$ cat config.mk
export PLATFORM = sky130hd
export DESIGN_NAME = cps_core_pc_stack_status
export DESIGN_NICKNAME = d
export VERILOG_FILES = /design/src/design/cps_pkg.sv /design/src/design/cps_core_pc_stack_status.sv
export SDC_FILE = /design/constraint.sdc
export NUM_CORES = 1
export LEC_CHECK = 0
export ABC_CLOCK_PERIOD_IN_PS = 6800
export BUFFER_PORTS_ARGS = -buffer_cell sky130_fd_sc_hd__buf_2
export CAP_MARGIN = 20
export CELL_PAD_IN_SITES_DETAIL_PLACEMENT = 1
export CELL_PAD_IN_SITES_GLOBAL_PLACEMENT = 2
export CORE_MARGIN = 3
export CORE_UTILIZATION = 39
export DETAILED_ROUTE_END_ITERATION = 12
export HOLD_SLACK_MARGIN = 0.05
export PLACE_DENSITY_LB_ADDON = 0.08
export SLEW_MARGIN = 10
export SYNTH_ARGS = -nofsm -noshare
export SYNTH_HDL_FRONTEND = slang
export SYNTH_SLANG_ARGS = --single-unit
$ cat constraint.sdc
create_clock -name core_clk -period 6.8 [get_ports core_clk]
set_input_delay 0.68 -clock core_clk [delete_from_list [all_inputs] [get_ports core_clk]]
set_output_delay 0.68 -clock core_clk [all_outputs]
set_load 0.01 [all_outputs]
$ cat src/design/cps_pkg.sv
// Constants, types and register map of the program-counter and status block
// Function
// RULE1: Flag bits set on their event regardless of any enable or global enable.
// RULE2: Software clears a pending flag before enabling its interrupt.
// RULE3: Low-voltage flag bit 7 set on low supply; only software zero clears it.
// RULE4: Bus-collision flag bit 3 set on master collision; only software clears it.
// RULE5: Unimplemented bits of flag and power-control registers read zero.
// RULE6: Speed bit 3 resets to one; internal RC: one fast, zero slow.
// RULE7: Resistor mode: one resistor-set, zero slow; other modes ignore the bit.
// RULE8: Power-on reset clears power-on bit 1; software sets it again.
// RULE9: Brown-out reset clears brown-out bit 0; software sets it again.
// RULE10: Brown-out bit undefined after power-on; meaningless with detector disabled.
// RULE11: 13-bit counter; low byte accessible, upper bits only via the latch.
// RULE12: Up to 8K words in pages reached by an 11-bit branch target.
// RULE13: Call or jump takes top two bits from latch bits 4:3.
// RULE14: Eight 13-bit return entries, pointer invisible to software.
// RULE15: Push on call or interrupt branch; pop on any return.
// RULE16: Push and pop leave the high latch untouched.
// RULE17: Stack wraps circularly; ninth push overwrites the first, silently.
// RULE18: Indirect location reaches the register the pointer addresses.
// RULE19: Indirect read of itself, pointer zero, returns zero.
// RULE20: Indirect write of itself stores nothing.
// RULE21: Effective address is bank bit 7 of status above pointer.
// RULE22: Writing the low byte loads upper bits from latch bits 4:0.
package cps_pkg;

  // ==========================================================
  // Bus and register map
  localparam int ADDR_W = 12;
  localparam logic [7:0] IDX_PC_LOW = 8'h02;
  localparam logic [7:0] IDX_STATUS = 8'h03;
  localparam logic [7:0] IDX_POINTER = 8'h04;
  localparam logic [7:0] IDX_LATCH = 8'h0a;
  localparam logic [7:0] IDX_FLAGS_TWO = 8'h0d;
  localparam logic [7:0] IDX_PC_VIEW = 8'h40;
  localparam logic [7:0] IDX_POWER = 8'h8e;
  localparam logic [1:0] RESP_OKAY = 2'b00;
  localparam logic [1:0] RESP_SLVERR = 2'b10;

  // ==========================================================
  // Field positions, masks and reset values
  localparam int LOW_VOLT_BIT = 7;
  localparam int BUS_COLL_BIT = 3;
  localparam int OSC_SPEED_BIT = 3;
  localparam int POWER_ON_BIT = 1;
  localparam int BROWNOUT_BIT = 0;
  localparam int BANK_BIT = 7;
  localparam int PAGE_HI_BIT = 4;
  localparam int PAGE_LO_BIT = 3;
  localparam logic [7:0] LATCH_MASK = 8'h1f;
  localparam logic [7:0] FLAGS_TWO_RST = 8'h00;
  localparam logic [7:0] BYTE_RST = 8'h00;
  localparam logic OSC_SPEED_RST = 1'b1;

  // ==========================================================
  // Program counter, stack and file addressing
  localparam int PC_W = 13;
  localparam int TGT_W = 11;
  localparam int FILE_W = 9;
  localparam int STACK_DEPTH = 8;
  localparam int SP_W = 3;
  localparam logic [6:0] FILE_INDIRECT = 7'h00;
  localparam logic [6:0] FILE_PC_LOW = 7'h02;
  localparam logic [6:0] FILE_STATUS = 7'h03;
  localparam logic [6:0] FILE_POINTER = 7'h04;
  localparam logic [6:0] FILE_LATCH = 7'h0a;
  localparam logic [12:0] PC_RST = 13'h0000;

  typedef enum logic [1:0] {
    CPS_OSC_INTERNAL_RC,
    CPS_OSC_RESISTOR,
    CPS_OSC_OTHER
  } cps_osc_mode_t;

  typedef struct packed {
    logic awvalid;
    logic [ADDR_W-1:0] awaddr;
    logic wvalid;
    logic [31:0] wdata;
    logic [3:0] wstrb;
    logic bready;
    logic arvalid;
    logic [ADDR_W-1:0] araddr;
    logic rready;
  } cps_axi_req_t;

  typedef struct packed {
    logic awready;
    logic wready;
    logic bvalid;
    logic [1:0] bresp;
    logic arready;
    logic rvalid;
    logic [31:0] rdata;
    logic [1:0] rresp;
  } cps_axi_rsp_t;

  typedef struct packed {
    logic step;
    logic jump;
    logic call;
    logic irq_branch;
    logic ret;
    logic [TGT_W-1:0] target;
    logic fr_valid;
    logic fr_we;
    logic [FILE_W-1:0] fr_addr;
    logic [7:0] fr_wdata;
  } cps_core_req_t;

  typedef struct packed {
    logic [PC_W-1:0] pc;
    logic fa_valid;
    logic fa_we;
    logic fa_null;
    logic [FILE_W-1:0] fa_addr;
    logic [7:0] fa_wdata;
  } cps_core_rsp_t;

endpackage : cps_pkg

$ cat src/design/cps_core_pc_stack_status.sv
// Program counter, return stack, indirect addressing and status registers
`timescale 1ns/1ps
module cps_core_pc_stack_status #(
  parameter logic [12:0] IRQ_VECTOR = 13'h0004
) (
  input wire logic core_clk,
  input wire logic rst_n,
  input wire logic ce,
  input wire cps_pkg::cps_axi_req_t axi_req,
  output cps_pkg::cps_axi_rsp_t axi_rsp,
  input wire cps_pkg::cps_core_req_t core_req,
  output cps_pkg::cps_core_rsp_t core_rsp,
  input wire logic low_voltage_event,
  input wire logic bus_collision_event,
  input wire logic power_on_cause,
  input wire logic brownout_cause,
  input wire cps_pkg::cps_osc_mode_t osc_mode,
  output logic osc_slow_select
);

  // ==========================================================
  // State
  cps_pkg::cps_axi_rsp_t rsp;
  cps_pkg::cps_axi_rsp_t next_rsp;
  logic aw_held;
  logic next_aw_held;
  logic w_held;
  logic next_w_held;
  logic [cps_pkg::ADDR_W-1:0] aw_addr;
  logic [cps_pkg::ADDR_W-1:0] next_aw_addr;
  logic [31:0] w_data;
  logic [31:0] next_w_data;
  logic w_lane0;
  logic next_w_lane0;

  logic [cps_pkg::PC_W-1:0] pc;
  logic [cps_pkg::PC_W-1:0] next_pc;
  logic [7:0] latch;
  logic [7:0] next_latch;
  logic [7:0] status;
  logic [7:0] next_status;
  logic [7:0] pointer;
  logic [7:0] next_pointer;
  logic low_voltage_flag;
  logic next_low_voltage_flag;
  logic bus_collision_flag;
  logic next_bus_collision_flag;
  logic osc_speed_select;
  logic next_osc_speed_select;
  logic power_on_status;
  logic next_power_on_status;
  logic brownout_status;
  logic next_brownout_status;

  logic [cps_pkg::PC_W-1:0] stack_mem [cps_pkg::STACK_DEPTH];
  logic [cps_pkg::SP_W-1:0] sp;
  logic [cps_pkg::SP_W-1:0] next_sp;
  logic push_en;
  logic [cps_pkg::PC_W-1:0] push_data;

  cps_pkg::cps_core_rsp_t crsp;
  cps_pkg::cps_core_rsp_t next_crsp;
  logic osc_slow;
  logic next_osc_slow;

  // Write decode shared by bus and core
  logic bus_wr;
  logic [7:0] bus_wr_idx;
  logic bus_wr_hit;
  logic [7:0] bus_byte;
  logic core_wr;
  logic [6:0] core_wr_file;
  logic [7:0] pc_low_data;
  logic pc_low_wr;

  logic [7:0] rd_idx;
  logic [31:0] rd_word;
  logic rd_hit;
  localparam int ADDR_TOP = cps_pkg::ADDR_W - 1;

  // ==========================================================
  // Register read mux, unimplemented bits zero
  always_comb
  begin
    rd_idx = axi_req.araddr[9:2];
    rd_word = 32'h0000_0000;
    rd_hit = 1'b1;
    case (rd_idx)
      cps_pkg::IDX_PC_LOW: rd_word[7:0] = pc[7:0];
      cps_pkg::IDX_STATUS: rd_word[7:0] = status;
      cps_pkg::IDX_POINTER: rd_word[7:0] = pointer;
      cps_pkg::IDX_LATCH: rd_word[7:0] = latch;
      cps_pkg::IDX_PC_VIEW: rd_word[cps_pkg::PC_W-1:0] = pc;
      cps_pkg::IDX_FLAGS_TWO:
      begin
        rd_word[cps_pkg::LOW_VOLT_BIT] = low_voltage_flag; // [RULE5]
        rd_word[cps_pkg::BUS_COLL_BIT] = bus_collision_flag; // [RULE5]
      end
      cps_pkg::IDX_POWER:
      begin
        rd_word[cps_pkg::OSC_SPEED_BIT] = osc_speed_select; // [RULE5]
        rd_word[cps_pkg::POWER_ON_BIT] = power_on_status;
        rd_word[cps_pkg::BROWNOUT_BIT] = brownout_status; // [RULE10]
      end
      default: rd_hit = 1'b0;
    endcase
    if (axi_req.araddr[ADDR_TOP:10] != '0)
    begin
      rd_hit = 1'b0;
      rd_word = 32'h0000_0000;
    end
  end

  // ==========================================================
  // Bus slave channel handling
  always_comb
  begin
    next_rsp = rsp;
    next_aw_held = aw_held;
    next_w_held = w_held;
    next_aw_addr = aw_addr;
    next_w_data = w_data;
    next_w_lane0 = w_lane0;
    bus_wr = 1'b0;
    // Address and data taken in either order
    if (axi_req.awvalid && rsp.awready)
    begin
      next_aw_held = 1'b1;
      next_aw_addr = axi_req.awaddr;
    end
    if (axi_req.wvalid && rsp.wready)
    begin
      next_w_held = 1'b1;
      next_w_data = axi_req.wdata;
      next_w_lane0 = axi_req.wstrb[0];
    end
    // Both halves present: commit and answer
    if (aw_held && w_held && !rsp.bvalid)
    begin
      bus_wr = w_lane0;
      next_rsp.bvalid = 1'b1;
      next_rsp.bresp = bus_wr_hit ? cps_pkg::RESP_OKAY
                                  : cps_pkg::RESP_SLVERR;
      next_aw_held = 1'b0;
      next_w_held = 1'b0;
    end
    if (rsp.bvalid && axi_req.bready)
    begin
      next_rsp.bvalid = 1'b0;
    end
    next_rsp.awready = !next_aw_held && !next_rsp.bvalid;
    next_rsp.wready = !next_w_held && !next_rsp.bvalid;
    // Read: one outstanding, data registered
    if (axi_req.arvalid && rsp.arready)
    begin
      next_rsp.rvalid = 1'b1;
      next_rsp.rdata = rd_word;
      next_rsp.rresp = rd_hit ? cps_pkg::RESP_OKAY : cps_pkg::RESP_SLVERR;
    end
    else if (rsp.rvalid && axi_req.rready)
    begin
      next_rsp.rvalid = 1'b0;
    end
    next_rsp.arready = !next_rsp.rvalid;
  end

  // Write target decode
  always_comb
  begin
    bus_wr_idx = aw_addr[9:2];
    bus_byte = w_data[7:0];
    bus_wr_hit = (aw_addr[ADDR_TOP:10] == '0) &&
                 (bus_wr_idx == cps_pkg::IDX_PC_LOW ||
                  bus_wr_idx == cps_pkg::IDX_STATUS ||
                  bus_wr_idx == cps_pkg::IDX_POINTER ||
                  bus_wr_idx == cps_pkg::IDX_LATCH ||
                  bus_wr_idx == cps_pkg::IDX_FLAGS_TWO ||
                  bus_wr_idx == cps_pkg::IDX_POWER);
    core_wr = core_req.fr_valid && core_req.fr_we;
    core_wr_file = core_req.fr_addr[6:0];
    pc_low_wr = 1'b0;
    pc_low_data = bus_byte;
    if (core_wr && core_wr_file == cps_pkg::FILE_PC_LOW)
    begin
      pc_low_wr = 1'b1;
      pc_low_data = core_req.fr_wdata;
    end
    else if (bus_wr && bus_wr_hit && bus_wr_idx == cps_pkg::IDX_PC_LOW)
    begin
      pc_low_wr = 1'b1;
    end
  end

  // ==========================================================
  // Pointer, bank and latch registers; core writes win
  always_comb
  begin
    next_latch = latch;
    next_status = status;
    next_pointer = pointer;
    if (bus_wr && bus_wr_hit)
    begin
      case (bus_wr_idx)
        cps_pkg::IDX_LATCH: next_latch = bus_byte & cps_pkg::LATCH_MASK;
        cps_pkg::IDX_STATUS: next_status = bus_byte;
        cps_pkg::IDX_POINTER: next_pointer = bus_byte;
        default: next_latch = latch;
      endcase
    end
    if (core_wr)
    begin
      case (core_wr_file)
        cps_pkg::FILE_LATCH:
          next_latch = core_req.fr_wdata & cps_pkg::LATCH_MASK;
        cps_pkg::FILE_STATUS: next_status = core_req.fr_wdata;
        cps_pkg::FILE_POINTER: next_pointer = core_req.fr_wdata;
        default: next_latch = next_latch;
      endcase
    end
  end

  // ==========================================================
  // Interrupt flags and power control
  always_comb
  begin
    next_low_voltage_flag = low_voltage_flag;
    next_bus_collision_flag = bus_collision_flag;
    next_osc_speed_select = osc_speed_select;
    next_power_on_status = power_on_status;
    next_brownout_status = brownout_status;
    if (bus_wr && bus_wr_hit && bus_wr_idx == cps_pkg::IDX_FLAGS_TWO)
    begin
      next_low_voltage_flag = bus_byte[cps_pkg::LOW_VOLT_BIT];
      next_bus_collision_flag = bus_byte[cps_pkg::BUS_COLL_BIT];
    end
    if (bus_wr && bus_wr_hit && bus_wr_idx == cps_pkg::IDX_POWER)
    begin
      next_osc_speed_select = bus_byte[cps_pkg::OSC_SPEED_BIT];
      next_power_on_status = bus_byte[cps_pkg::POWER_ON_BIT]; // [RULE8]
      next_brownout_status = bus_byte[cps_pkg::BROWNOUT_BIT]; // [RULE9]
    end
    // Events set regardless of enables; set beats clear
    if (low_voltage_event)
    begin
      next_low_voltage_flag = 1'b1; // [RULE1] [RULE3]
    end
    if (bus_collision_event)
    begin
      next_bus_collision_flag = 1'b1; // [RULE1] [RULE4]
    end
  end

  // Oscillator slow select for the analog clock source
  always_comb
  begin
    case (osc_mode)
      cps_pkg::CPS_OSC_INTERNAL_RC: next_osc_slow = !osc_speed_select; // [RULE6]
      cps_pkg::CPS_OSC_RESISTOR: next_osc_slow = !osc_speed_select; // [RULE7]
      default: next_osc_slow = 1'b0; // [RULE7]
    endcase
  end

  // ==========================================================
  // Program counter and circular return stack
  always_comb
  begin
    next_pc = pc;
    next_sp = sp;
    push_en = 1'b0;
    push_data = pc;
    if (core_req.irq_branch)
    begin
      push_en = 1'b1; // [RULE15]
      push_data = pc;
      next_pc = IRQ_VECTOR;
    end
    else if (core_req.ret)
    begin
      next_sp = sp - 3'd1; // [RULE15] [RULE17]
      next_pc = stack_mem[next_sp]; // [RULE16]
    end
    else if (core_req.call || core_req.jump)
    begin
      if (core_req.call)
      begin
        push_en = 1'b1; // [RULE15]
        push_data = pc + 13'd1;
      end
      next_pc = {latch[cps_pkg::PAGE_HI_BIT:cps_pkg::PAGE_LO_BIT],
                 core_req.target}; // [RULE12] [RULE13]
    end
    else if (pc_low_wr)
    begin
      next_pc = {latch[4:0], pc_low_data}; // [RULE11] [RULE22]
    end
    else if (core_req.step)
    begin
      next_pc = pc + 13'd1;
    end
    if (push_en)
    begin
      next_sp = sp + 3'd1; // [RULE14] [RULE17]
    end
  end

  // ==========================================================
  // Indirect and direct file access resolution
  always_comb
  begin
    next_crsp.pc = next_pc;
    next_crsp.fa_valid = core_req.fr_valid;
    next_crsp.fa_we = core_req.fr_we;
    next_crsp.fa_null = 1'b0;
    next_crsp.fa_addr = core_req.fr_addr;
    next_crsp.fa_wdata = core_req.fr_wdata;
    if (core_req.fr_addr[6:0] == cps_pkg::FILE_INDIRECT)
    begin
      next_crsp.fa_addr = {status[cps_pkg::BANK_BIT], pointer}; // [RULE18] [RULE21]
      if (pointer == cps_pkg::BYTE_RST)
      begin
        next_crsp.fa_null = core_req.fr_valid; // [RULE19]
        next_crsp.fa_we = 1'b0; // [RULE20]
      end
    end
  end

  // ==========================================================
  // Registers
  always_ff @(posedge core_clk)
  begin
    if (!rst_n)
    begin
      rsp <= '0;
      aw_held <= 1'b0;
      w_held <= 1'b0;
      aw_addr <= '0;
      w_data <= 32'h0000_0000;
      w_lane0 <= 1'b0;
      pc <= cps_pkg::PC_RST;
      latch <= cps_pkg::BYTE_RST;
      status <= cps_pkg::BYTE_RST;
      pointer <= cps_pkg::BYTE_RST;
      sp <= '0;
      crsp <= '0;
      low_voltage_flag <= cps_pkg::FLAGS_TWO_RST[cps_pkg::LOW_VOLT_BIT];
      bus_collision_flag <= cps_pkg::FLAGS_TWO_RST[cps_pkg::BUS_COLL_BIT];
      osc_speed_select <= cps_pkg::OSC_SPEED_RST; // [RULE6]
      osc_slow <= 1'b0;
      // Reset-cause bits: power-on cause clears both, brown-out cause clears the brown-out bit only
      if (power_on_cause)
      begin
        power_on_status <= 1'b0; // [RULE8]
        brownout_status <= 1'b0; // [RULE10]
      end
      if (brownout_cause)
      begin
        brownout_status <= 1'b0; // [RULE9]
      end
    end
    else if (ce)
    begin
      rsp <= next_rsp;
      aw_held <= next_aw_held;
      w_held <= next_w_held;
      aw_addr <= next_aw_addr;
      w_data <= next_w_data;
      w_lane0 <= next_w_lane0;
      pc <= next_pc;
      latch <= next_latch; // [RULE16]
      status <= next_status;
      pointer <= next_pointer;
      sp <= next_sp;
      crsp <= next_crsp;
      low_voltage_flag <= next_low_voltage_flag;
      bus_collision_flag <= next_bus_collision_flag;
      osc_speed_select <= next_osc_speed_select;
      power_on_status <= next_power_on_status;
      brownout_status <= next_brownout_status;
      osc_slow <= next_osc_slow;
    end
  end

  // Stack storage, no reset needed
  always_ff @(posedge core_clk)
  begin
    if (rst_n && ce && push_en)
    begin
      stack_mem[sp] <= push_data; // [RULE17]
    end
  end

  // Outputs straight from flops
  assign axi_rsp = rsp;
  assign core_rsp = crsp;
  assign osc_slow_select = osc_slow;

endmodule : cps_core_pc_stack_status

# After elaboration in Yosys (flattened, before gate mapping)
# Memory sizes are Yosys's and may differ from the RTL's.
# Index checks and enable logic that the tools add are counted.
[totals]
ff_bits = 130
latch_bits = 0
ramBits = 104
romBits = 0
input_bits = 109
out_inout_bits = 75
elab_cells = 177
mem_count = 1
[mem_list]
columns = ["name", "depth", "word_bits", "rd", "rd_clocked_by_memory_dff", "wr", "line", "rtl"]
rows = [
  ["stack_mem", 8, 13, 1, 0, 1, "cps_core_pc_stack_status.sv:55", "logic [cps_pkg::PC_W-1:0] stack_mem [cps_pkg::STACK_DEPTH];"],
]
[op_classes]
addsub = 3
multipliers = 0
div = 0
order_cmp = 0
eq_ne = 21
shift = 0
muxes = 68
bitwise = 0
reduce_logical = 55
[ops]
columns = ["op", "n"]
rows = [
  ["2-to-1 mux 13 bit", 10],
  ["2-to-1 mux 8 bit", 13],
  ["== test 8 x 2 -> 1 bit, second input constant", 4],
  ["== test 8 x 4 -> 1 bit, second input constant", 4],
  ["2-to-1 mux 1 bit", 31],
  ["logical AND 1 bit", 18],
  ["== test 8 x 3 -> 1 bit, second input constant", 2],
  ["== test 8 bit, second input constant", 2],
  ["AND reduction 2 bit", 8],
  ["== test 7 x 2 -> 1 bit, second input constant", 2],
  ["adder 13 x 1 -> 13 bit, second input constant", 1],
  ["2-to-1 mux 3 bit", 4],
  ["case mux 3 bit (4 select lines)", 1],
  ["2-to-1 mux 11 bit", 1],
  ["case mux 2 bit (5 select lines)", 1],
  ["nonzero test 2 bit", 5],
  ["AND reduction 3 bit", 3],
  ["== test 8 x 7 -> 1 bit, second input constant", 1],
  ["zero test 8 bit", 1],
  ["== test 7 x 3 -> 1 bit, second input constant", 1],
  ["== test 7 x 4 -> 1 bit, second input constant", 1],
  ["zero test 7 bit", 1],
  ["OR reduction 7 bit", 1],
  ["zero test 1 bit", 6],
  ["other kinds (14)", 25],
]

# Depth between registers and ports, before layout
# Gate-level depths: netlist of the first run.
[depth]
word_depth = 15
mapped_depth = 11
depth_no_buf = 7

# Least setup slack after synthesis of the first run
# Ideal clock, no wire load.
[synth_path]
kind = "input to register"
from = "in rst_n"
to = "mem stack_mem[1][0] (netlist name) (enable)"
setup_time_ns = 0.400
t_arrival_ns = 2.447
path_slack_ns = 3.953
cell_stages = 6
n_path_buf = 2
path_cell_list = "clkbuf_1 -> nand2_1 -> clkbuf_1 -> nor2_1 -> nand2_1 -> nor3_1"
[synth_via]
elab_chain_cells = 4
[synth_lines]
columns = ["item", "line", "rtl"]
rows = [
  ["start: declaration", "cps_core_pc_stack_status.sv:7", "input wire logic rst_n,"],
  ["logical AND 1 bit (2 in a row)", "cps_core_pc_stack_status.sv:386", "if (rst_n && ce && push_en)"],
  ["2-to-1 mux 1 bit", "cps_core_pc_stack_status.sv:386", ""],
  ["2-to-1 mux 1 bit (implied by the code)", "cps_core_pc_stack_status.sv:388", "stack_mem[sp] <= push_data;"],
  ["end: declaration", "cps_core_pc_stack_status.sv:55", ""],
]
# No other way between the ends.

# Final worst setup path of the first run
[layout_path]
from = "in ce"
to = "reg rsp, in the netlist axi_rsp[10]"
[layout_via]
elab_chain_cells = 1
[layout_lines]
columns = ["item", "line", "rtl"]
rows = [
  ["start: declaration", "cps_core_pc_stack_status.sv:8", "input wire logic ce,"],
  ["AND reduction 2 bit (no line)", "n/a", ""],
  ["end signal: assignment", "cps_core_pc_stack_status.sv:362", "rsp <= next_rsp;"],
  ["end: declaration", "cps_core_pc_stack_status.sv:23", "cps_pkg::cps_axi_rsp_t rsp;"],
]
# No other way between the ends.
# A chain may end at the register's enable or synchronous reset.

==> impl_results.md, run 1 <==
* Cell variety after synth at 77
* Number of synthesized flops with an enable pin at roughly 110
* Max clock buf depth at 3
* Synthesized instance count at 934
* Leak Pwr at approximately 4.2 nW
* # IOs at 184
* Worst setup SP type: input pin
* Gp weighted congestion at about 0.82
* Post-Syn Area at about 0.010 mm^2
* Total number of vias at just under 8k
* Post_cts resized at 0
* ANT cells at 0
* Largest net degree at the start of global routing at between 60 and 70
* Total CTS buffers at 25
* Die Ht at ~170 um
* Nets@finish at 1156
* Initial antenna violation count at 0
* Vias in the first global route at roughly 7.9k
* Fin. Hold Viols at 0
* Hold Path Stages at 3
* Worst EP required at between 7 and 8 ns
* Outcome: completed
* Setup Skew at around 0.016 ns
* Routed wire length at 31.6 mm
* Clock root cell: clkbuf_16
* Layout cells sized above 1 at 0.222
* Post-DRT Antenna Nets at 0
* Post-route minimum period at between 3 and 4 ns
* Ys Warns at 0
* Slew HR at 0.307
* Via density at around 5.7
* # DRC at 0
* GRT Total Usage at 0.222
* Peak supply drop at roughly 0.18 mV
* Setup-failing EPs final at 0
* Crit-path max FO at 36
* Worst EP arrival at ~3.8 ns
* Asr flop ratio synth at 0
* PortBufs at 130
* Cts hold-fix bufs at 0
* Seq/Total Area, Yosys at 0.526
* Reg clk slew, reported paths at 0.06 ns
* Syn_area_per_cell at 10.8 um^2
* Critical path endpoint category: register
* Overflow after GRT at 0
* P&R area growth vs syn at 16.9%
* Die area at between 0.02 and 0.03 mm^2
* Crit-path max cell delay at just over 0.7 ns
* DR WL/cell at approximately 23 um
* Most used DFF post-synth: edfxtp_1
* Drt pass-1 iters at 7
* CTS tree: done
* Fin area at ~0.012 mm^2
* Total power draw at 3.07 mW
* Measured slew at the worst slew-check pin at roughly 1.0 ns
* Max Clock Freq at about 300 MHz
* Initial core utilization at 0.398
* Dpl cell area at 0.0109 mm^2
* Maxcap violations at 0
* Min Hold Slack at slightly above 0.4 ns
* # rows at 58
* Pwr/cell area at 261 mW/mm^2
* H-tree depth at 1
* RSZ-0062 raised after global routing: no
* Die width at between 150 and 200 um
* Clock Latency Late Sink at 0.53 ns
* DP Wirelength at between 20 and 25 mm
* DRT iter0 DRCs at around 580
* Fin. max-slew vios at 0
* Fraction of the cycle the final worst path needs at 0.490
* Synthesized flop and latch total at approximately 210
* First-pass GRT wire length at between 40 and 50 mm
* Post-CTS Setup Bufs at 0
* Setup TNS at 0 ns
* Num Clock Sinks at roughly 210
* R2R depth at 8
* Crit Path Class: input pin to register
* Worst path cell trace: buf_2, nand3_1, nor3_1, nor4bb_1, a22oi_1, nor2b_1
* Floorplan Core Area at ~0.025 mm^2
* HP Class: input pin to register
* Critical-path top delay cell: nand3_1
[sequential cells by signal (all words and copies together) (netlist names), 3 cells and up]
| name | count |
|---|---|
| status | 8 |
| aw_addr | 10 |
| pointer | 8 |
| w_data | 8 |
| axi_rsp | 20 |
| stack_mem | 104 |
| sp | 3 |
| core_rsp | 33 |
| latch | 8 |
[kinds of logic (layout without fill, tap and decap cells)]
| group | count (synthesis) | count (layout) | share of synthesized area |
|---|---|---|---|
| flip-flops | 211 | 211 | 0.526 |
| other | 1 | 21 | 0.000373 |
| buffers and inverters | 101 | 210 | 0.0473 |
| adder cells (fa/ha/maj) | 3 | 3 | 0.00374 |
| multiplexers | 43 | 43 | 0.0758 |
| XOR/XNOR | 26 | 26 | 0.0227 |
| AND/OR/NAND/NOR | 314 | 314 | 0.166 |
| AO/OA/AOI/OAI | 235 | 235 | 0.158 |
[critical path, delay by kind of cell]
| family | cells | cell delay, ns |
|---|---|---|
| AND/OR/NAND/NOR | 4 | 2.33 |
| buffers and inverters | 1 | 0.61 |
| AO/OA/AOI/OAI | 1 | 0.14 |
[power breakdown]
part / total, mW / internal (mW) / switching (mW)
Sequential: 1.40 / 1.37 / 0.0368
Combinational: 0.323 / 0.128 / 0.195
Clock: 1.34 / 0.792 / 0.547
[per-layer routing]
layer,wire (um),track usage
met1,15200,0.337
met2,13700,0.332
met3,1880,0.0342
met4,753,0.0581
met5,0,0
[path summary, 6_finish.rpt]
kind                              startpoint      endpoint  slack (ns)
worst max-delay path                      ce   axi_rsp[10]        3.47
worst min-delay path             axi_req[60]    aw_addr[8]        0.40
worst max register to register         sp[0]  core_rsp[27]        3.67
worst min register to register  core_rsp[16]  core_rsp[16]        0.45
[cells in the final DEF, fill, tap and decap left out, drive strengths merged, types with 13 or more instances in the layout]
cell / instances
o21ai: 68
o41ai: 19
edfxtp: 106
nand2: 125
dfxtp: 105
buf: 148
clkbuf: 33
xor2: 13
mux4: 26
a21boi: 29
nor2b: 21
a21oi: 37
mux2i: 13
nor3: 19
xnor2: 13
nor2: 26
nand3: 24
inv: 18
and2: 15
conb: 21
[cell usage after synthesis (5+ instances only)]
master	instances	share of area
edfxtp_1	106	0.32
nand2_1	125	0.047
nand4_1	11	0.0069
a21oi_1	37	0.018
a22oi_1	6	0.0045
a32o_1	6	0.0060
nand2b_1	8	0.0050
buf_4	22	0.016
nor4_1	8	0.0050
a21boi_0	28	0.021
o22ai_1	7	0.0044
clkbuf_1	52	0.019
mux2i_1	13	0.013
nor2_1	26	0.0097
or3_1	8	0.0050
mux4_2	26	0.058
and2_1	13	0.0081
nor2b_1	21	0.013
xor2_1	13	0.011
o31ai_1	10	0.0075
xnor2_1	13	0.011
inv_1	16	0.0060
nor3_1	16	0.0080
nand3_1	24	0.012
and3_1	10	0.0062
buf_1	5	0.0019
o21ai_0	66	0.033
dfxtp_1	105	0.21
a31oi_1	11	0.0069
buf_2	5	0.0025
o41ai_1	19	0.017
[stage by stage]
| step | utilization | setup slack (ns) | std cells |
|---|---|---|---|
| floorplan | - | 3.95 | 954 |
| CTS | 0.465 | 3.56 | 1393 |
| global placement | 0.432 | 3.04 | 1347 |
| finish | 0.465 | 3.47 | 1393 |
| detailed placement | 0.432 | 2.98 | 1347 |
| global route | 0.465 | 3.24 | 1393 |
[cell type report]
class,count,area (um^2)
Clock buffer,33,686
Fill cell,2832,13500
Inverter,16,60.1
Sequential cell,211,5290
Tap cell,330,413
Multi-Input combinational cell,642,4370
Clock inverter,13,139
Timing Repair Buffer,148,786
Power figures use the tool's default switching activity.
==> inputs of run 2 (changes only) <==
--- a/config.mk
+++ b/config.mk
@@ -5,13 +5,13 @@
 export SDC_FILE = /design/constraint.sdc
 export NUM_CORES = 1
 export LEC_CHECK = 0
-export ABC_CLOCK_PERIOD_IN_PS = 6800
+export ABC_CLOCK_PERIOD_IN_PS = 2900
 export BUFFER_PORTS_ARGS = -buffer_cell sky130_fd_sc_hd__buf_2
 export CAP_MARGIN = 20
 export CELL_PAD_IN_SITES_DETAIL_PLACEMENT = 1
 export CELL_PAD_IN_SITES_GLOBAL_PLACEMENT = 2
 export CORE_MARGIN = 3
-export CORE_UTILIZATION = 39
+export CORE_UTILIZATION = 32
 export DETAILED_ROUTE_END_ITERATION = 12
 export HOLD_SLACK_MARGIN = 0.05
 export PLACE_DENSITY_LB_ADDON = 0.08
==> constraint.sdc (replaced) <==
create_clock -name core_clk -period 2.9 [get_ports core_clk]
set_input_delay 0.29 -clock core_clk [delete_from_list [all_inputs] [get_ports core_clk]]
set_output_delay 0.29 -clock core_clk [all_outputs]
set_load 0.01 [all_outputs]
==> run 2 against run 1 <==
Net effect:
- critical path depth unchanged
- power up 140%
- critical endpoint is now core_rsp[29]
- sequential power up 130%
- routed wire length up 6.9%
==> impl_results.md, run 2 (synthesized netlist as in run 1, its figures left out) <==
* Outcome: completed
* Die area at about 0.034 mm^2
* Hold EP: w_data[2]
* # IOs at between 150 and 200
* Largest net degree at the start of global routing at 39
* Worst R2R Start: aw_addr[9]
* R2r setup slk at between 0.3 and 0.4 ns
* DP Wirelength at 24.4 mm
* Nets@finish at about 1.2k
* Maxcap violations at 0
* Leak Pwr at ~4.6 nW
* DRT iter0 DRCs at a little under 500
* Setup-failing EPs final at 0
* Area taken by multi-input logic gates at roughly 0.0044 mm^2
* H-tree depth at 1
* Max clock buf depth at 3
* Total number of vias at 8016
* Worst setup SP type: register
* Initial core utilization at 0.327
* Pwr/cell area at roughly 600 mW/mm^2
* Critical path endpoint category: register
* Num Clock Sinks at between 200 and 250
* HP Start: axi_req[21]
* Total CTS buffers at 26
* Reg clk slew, reported paths at around 0.060 ns
* # fillers at around 3.4k
* Fraction of the cycle the final worst path needs at 0.874
* CTS tree: done
* Leading cell type in the layout, fill and taps excluded: buf_2
* Reg area at approximately 0.0053 mm^2
* Peak supply drop at between 0.4 and 0.5 mV
* Largest register by flop count: stack_mem
* Fin. Hold Viols at 0
* Vias in the first global route at a little over 8k
* Via density at between 5 and 6
* RSZ-0062 raised after global routing: no
* Crit-path max FO at 10
* DR WL/cell at approximately 22 um
* Worst EP arrival at about 3.0 ns
* Crit Path Class: register to register
* Layout cells sized above 1 at 0.239
* ANT cells at 0
* Slew HR at 0.512
* Fin. max-slew vios at 0
* Post-CTS Setup Bufs at 0
* FF-to-FF End: core_rsp[29]
* Initial antenna violation count at 1
* Routed wire length at 33.8 mm
* Dpl cell area at 0.0113 mm^2
* R2R depth at 6
* Clock root cell: clkbuf_16
* Setup TNS at 0 ns
* Die Ht at 183 um
* Critical-path top delay cell: or4_1
* Post-route minimum period at 2.53 ns
* Floorplan Core Area at 0.0307 mm^2
* P&R area growth vs syn at 23.7%
* Post-DRT Antenna Nets at 0
* Crit-path max cell delay at ~0.69 ns
* Fin area at roughly 0.012 mm^2
* Overflow after GRT at 0
* Measured slew at the worst slew-check pin at ~0.73 ns
* # rows at 64
* Worst path cell trace: or4_1, nor4_2, buf_4, nor3_2, or3_1, o31ai_1
* Clock Latency Late Sink at around 0.54 ns
* PortBufs at between 100 and 150
* Max Clock Freq at between 300 and 400 MHz
* First-pass GRT wire length at between 50 and 60 mm
* Drt pass-1 iters at 5
* Largest register FFs at ~100
* Setup Skew at about 0.015 ns
* Worst EP required at approximately 3.3 ns
* Most frequent cells in the layout: 130 x buf_2, 125 x nand2_1, 106 x edfxtp_1
* Die width at between 150 and 200 um
* Post-layout util at 0.404
* Hold Path Stages at 3
* Gp weighted congestion at 0.797
* HP Class: input pin to register
* GRT Total Usage at 0.199
* # DRC at 0
run 2: cell count changes in the layout (fill, tap and decap cells not counted), sizes merged:
cell	previous run	this run
buf	148	186
clkinv	7	4
clkbuf	33	43
dlygate4sd3	0	26
inv	18	16
bufinv	2	1
clkinvlp	2	0
run 2: power by group:
group | internal, mW | total [mW] | switching, mW | leakage, nW
combinational | 0.358 | 0.856 | 0.498 | 2.32
sequential | 3.21 | 3.27 | 0.0625 | 1.84
clock | 1.92 | 3.17 | 1.26 | 0.412
total | 5.48 | 7.30 | 1.82 | 4.56
run 2: final cells by class:
type	instances	area share
well taps	396	0.0399
inverters	16	0.00483
flip-flops and latches	211	0.426
multi-input cells	642	0.351
clock inverters	5	0.00483
repair buffers	213	0.111
clock buffers	42	0.0628
run 2: worst max path at each step:
stage | from | endpoint | slack (ns) | cells past startpoint
finish | aw_addr[9] | core_rsp[29] | 0.37 | 6
global route | aw_addr[9] | core_rsp[29] | 0.26 | 6
CTS | aw_addr[9] | core_rsp[21] | 0.38 | 6
detailed placement | core_req[32] | core_rsp[27] | 0.24 | 6
global placement | core_req[33] | core_rsp[27] | 0.29 | 6
floorplan | sp[0] | core_rsp[20] | 0.08 | 10
run 2: layer usage:
metal  global-route usage  part of all wire  up-vias
li1                     -                 -     3843
met5                    0           0.00021        -
met2                0.308              0.44      195
met4               0.0341             0.013        2
met1                0.297              0.49     3945
met3               0.0359             0.052       31
run 2: timing repair:
action	4_1_cts	5_1_grt
hold endpoints to repair	26	0
resized for setup	0	0
hold buffers	26	0
run 2: critical path, delay by kind of cell (launching register included):
kind | cells | cell delay [ns]
compound gates | 1 | 0.28
buf+inv | 1 | 0.25
flops | 1 | 0.34
simple gates | 4 | 1.58
run 2: per-stage QoR:
stage,hold WS [ns],worst slack (ns),power (mW),instances
after floorplan,0.417,0.0760,3.82,954
after global placement,0.433,0.290,4.16,1451
after detailed placement,0.436,0.239,4.17,1451
after CTS,0.0528,0.383,7.40,1524
after global routing,0.0705,0.256,7.62,1525
final,0.0607,0.366,7.30,1525
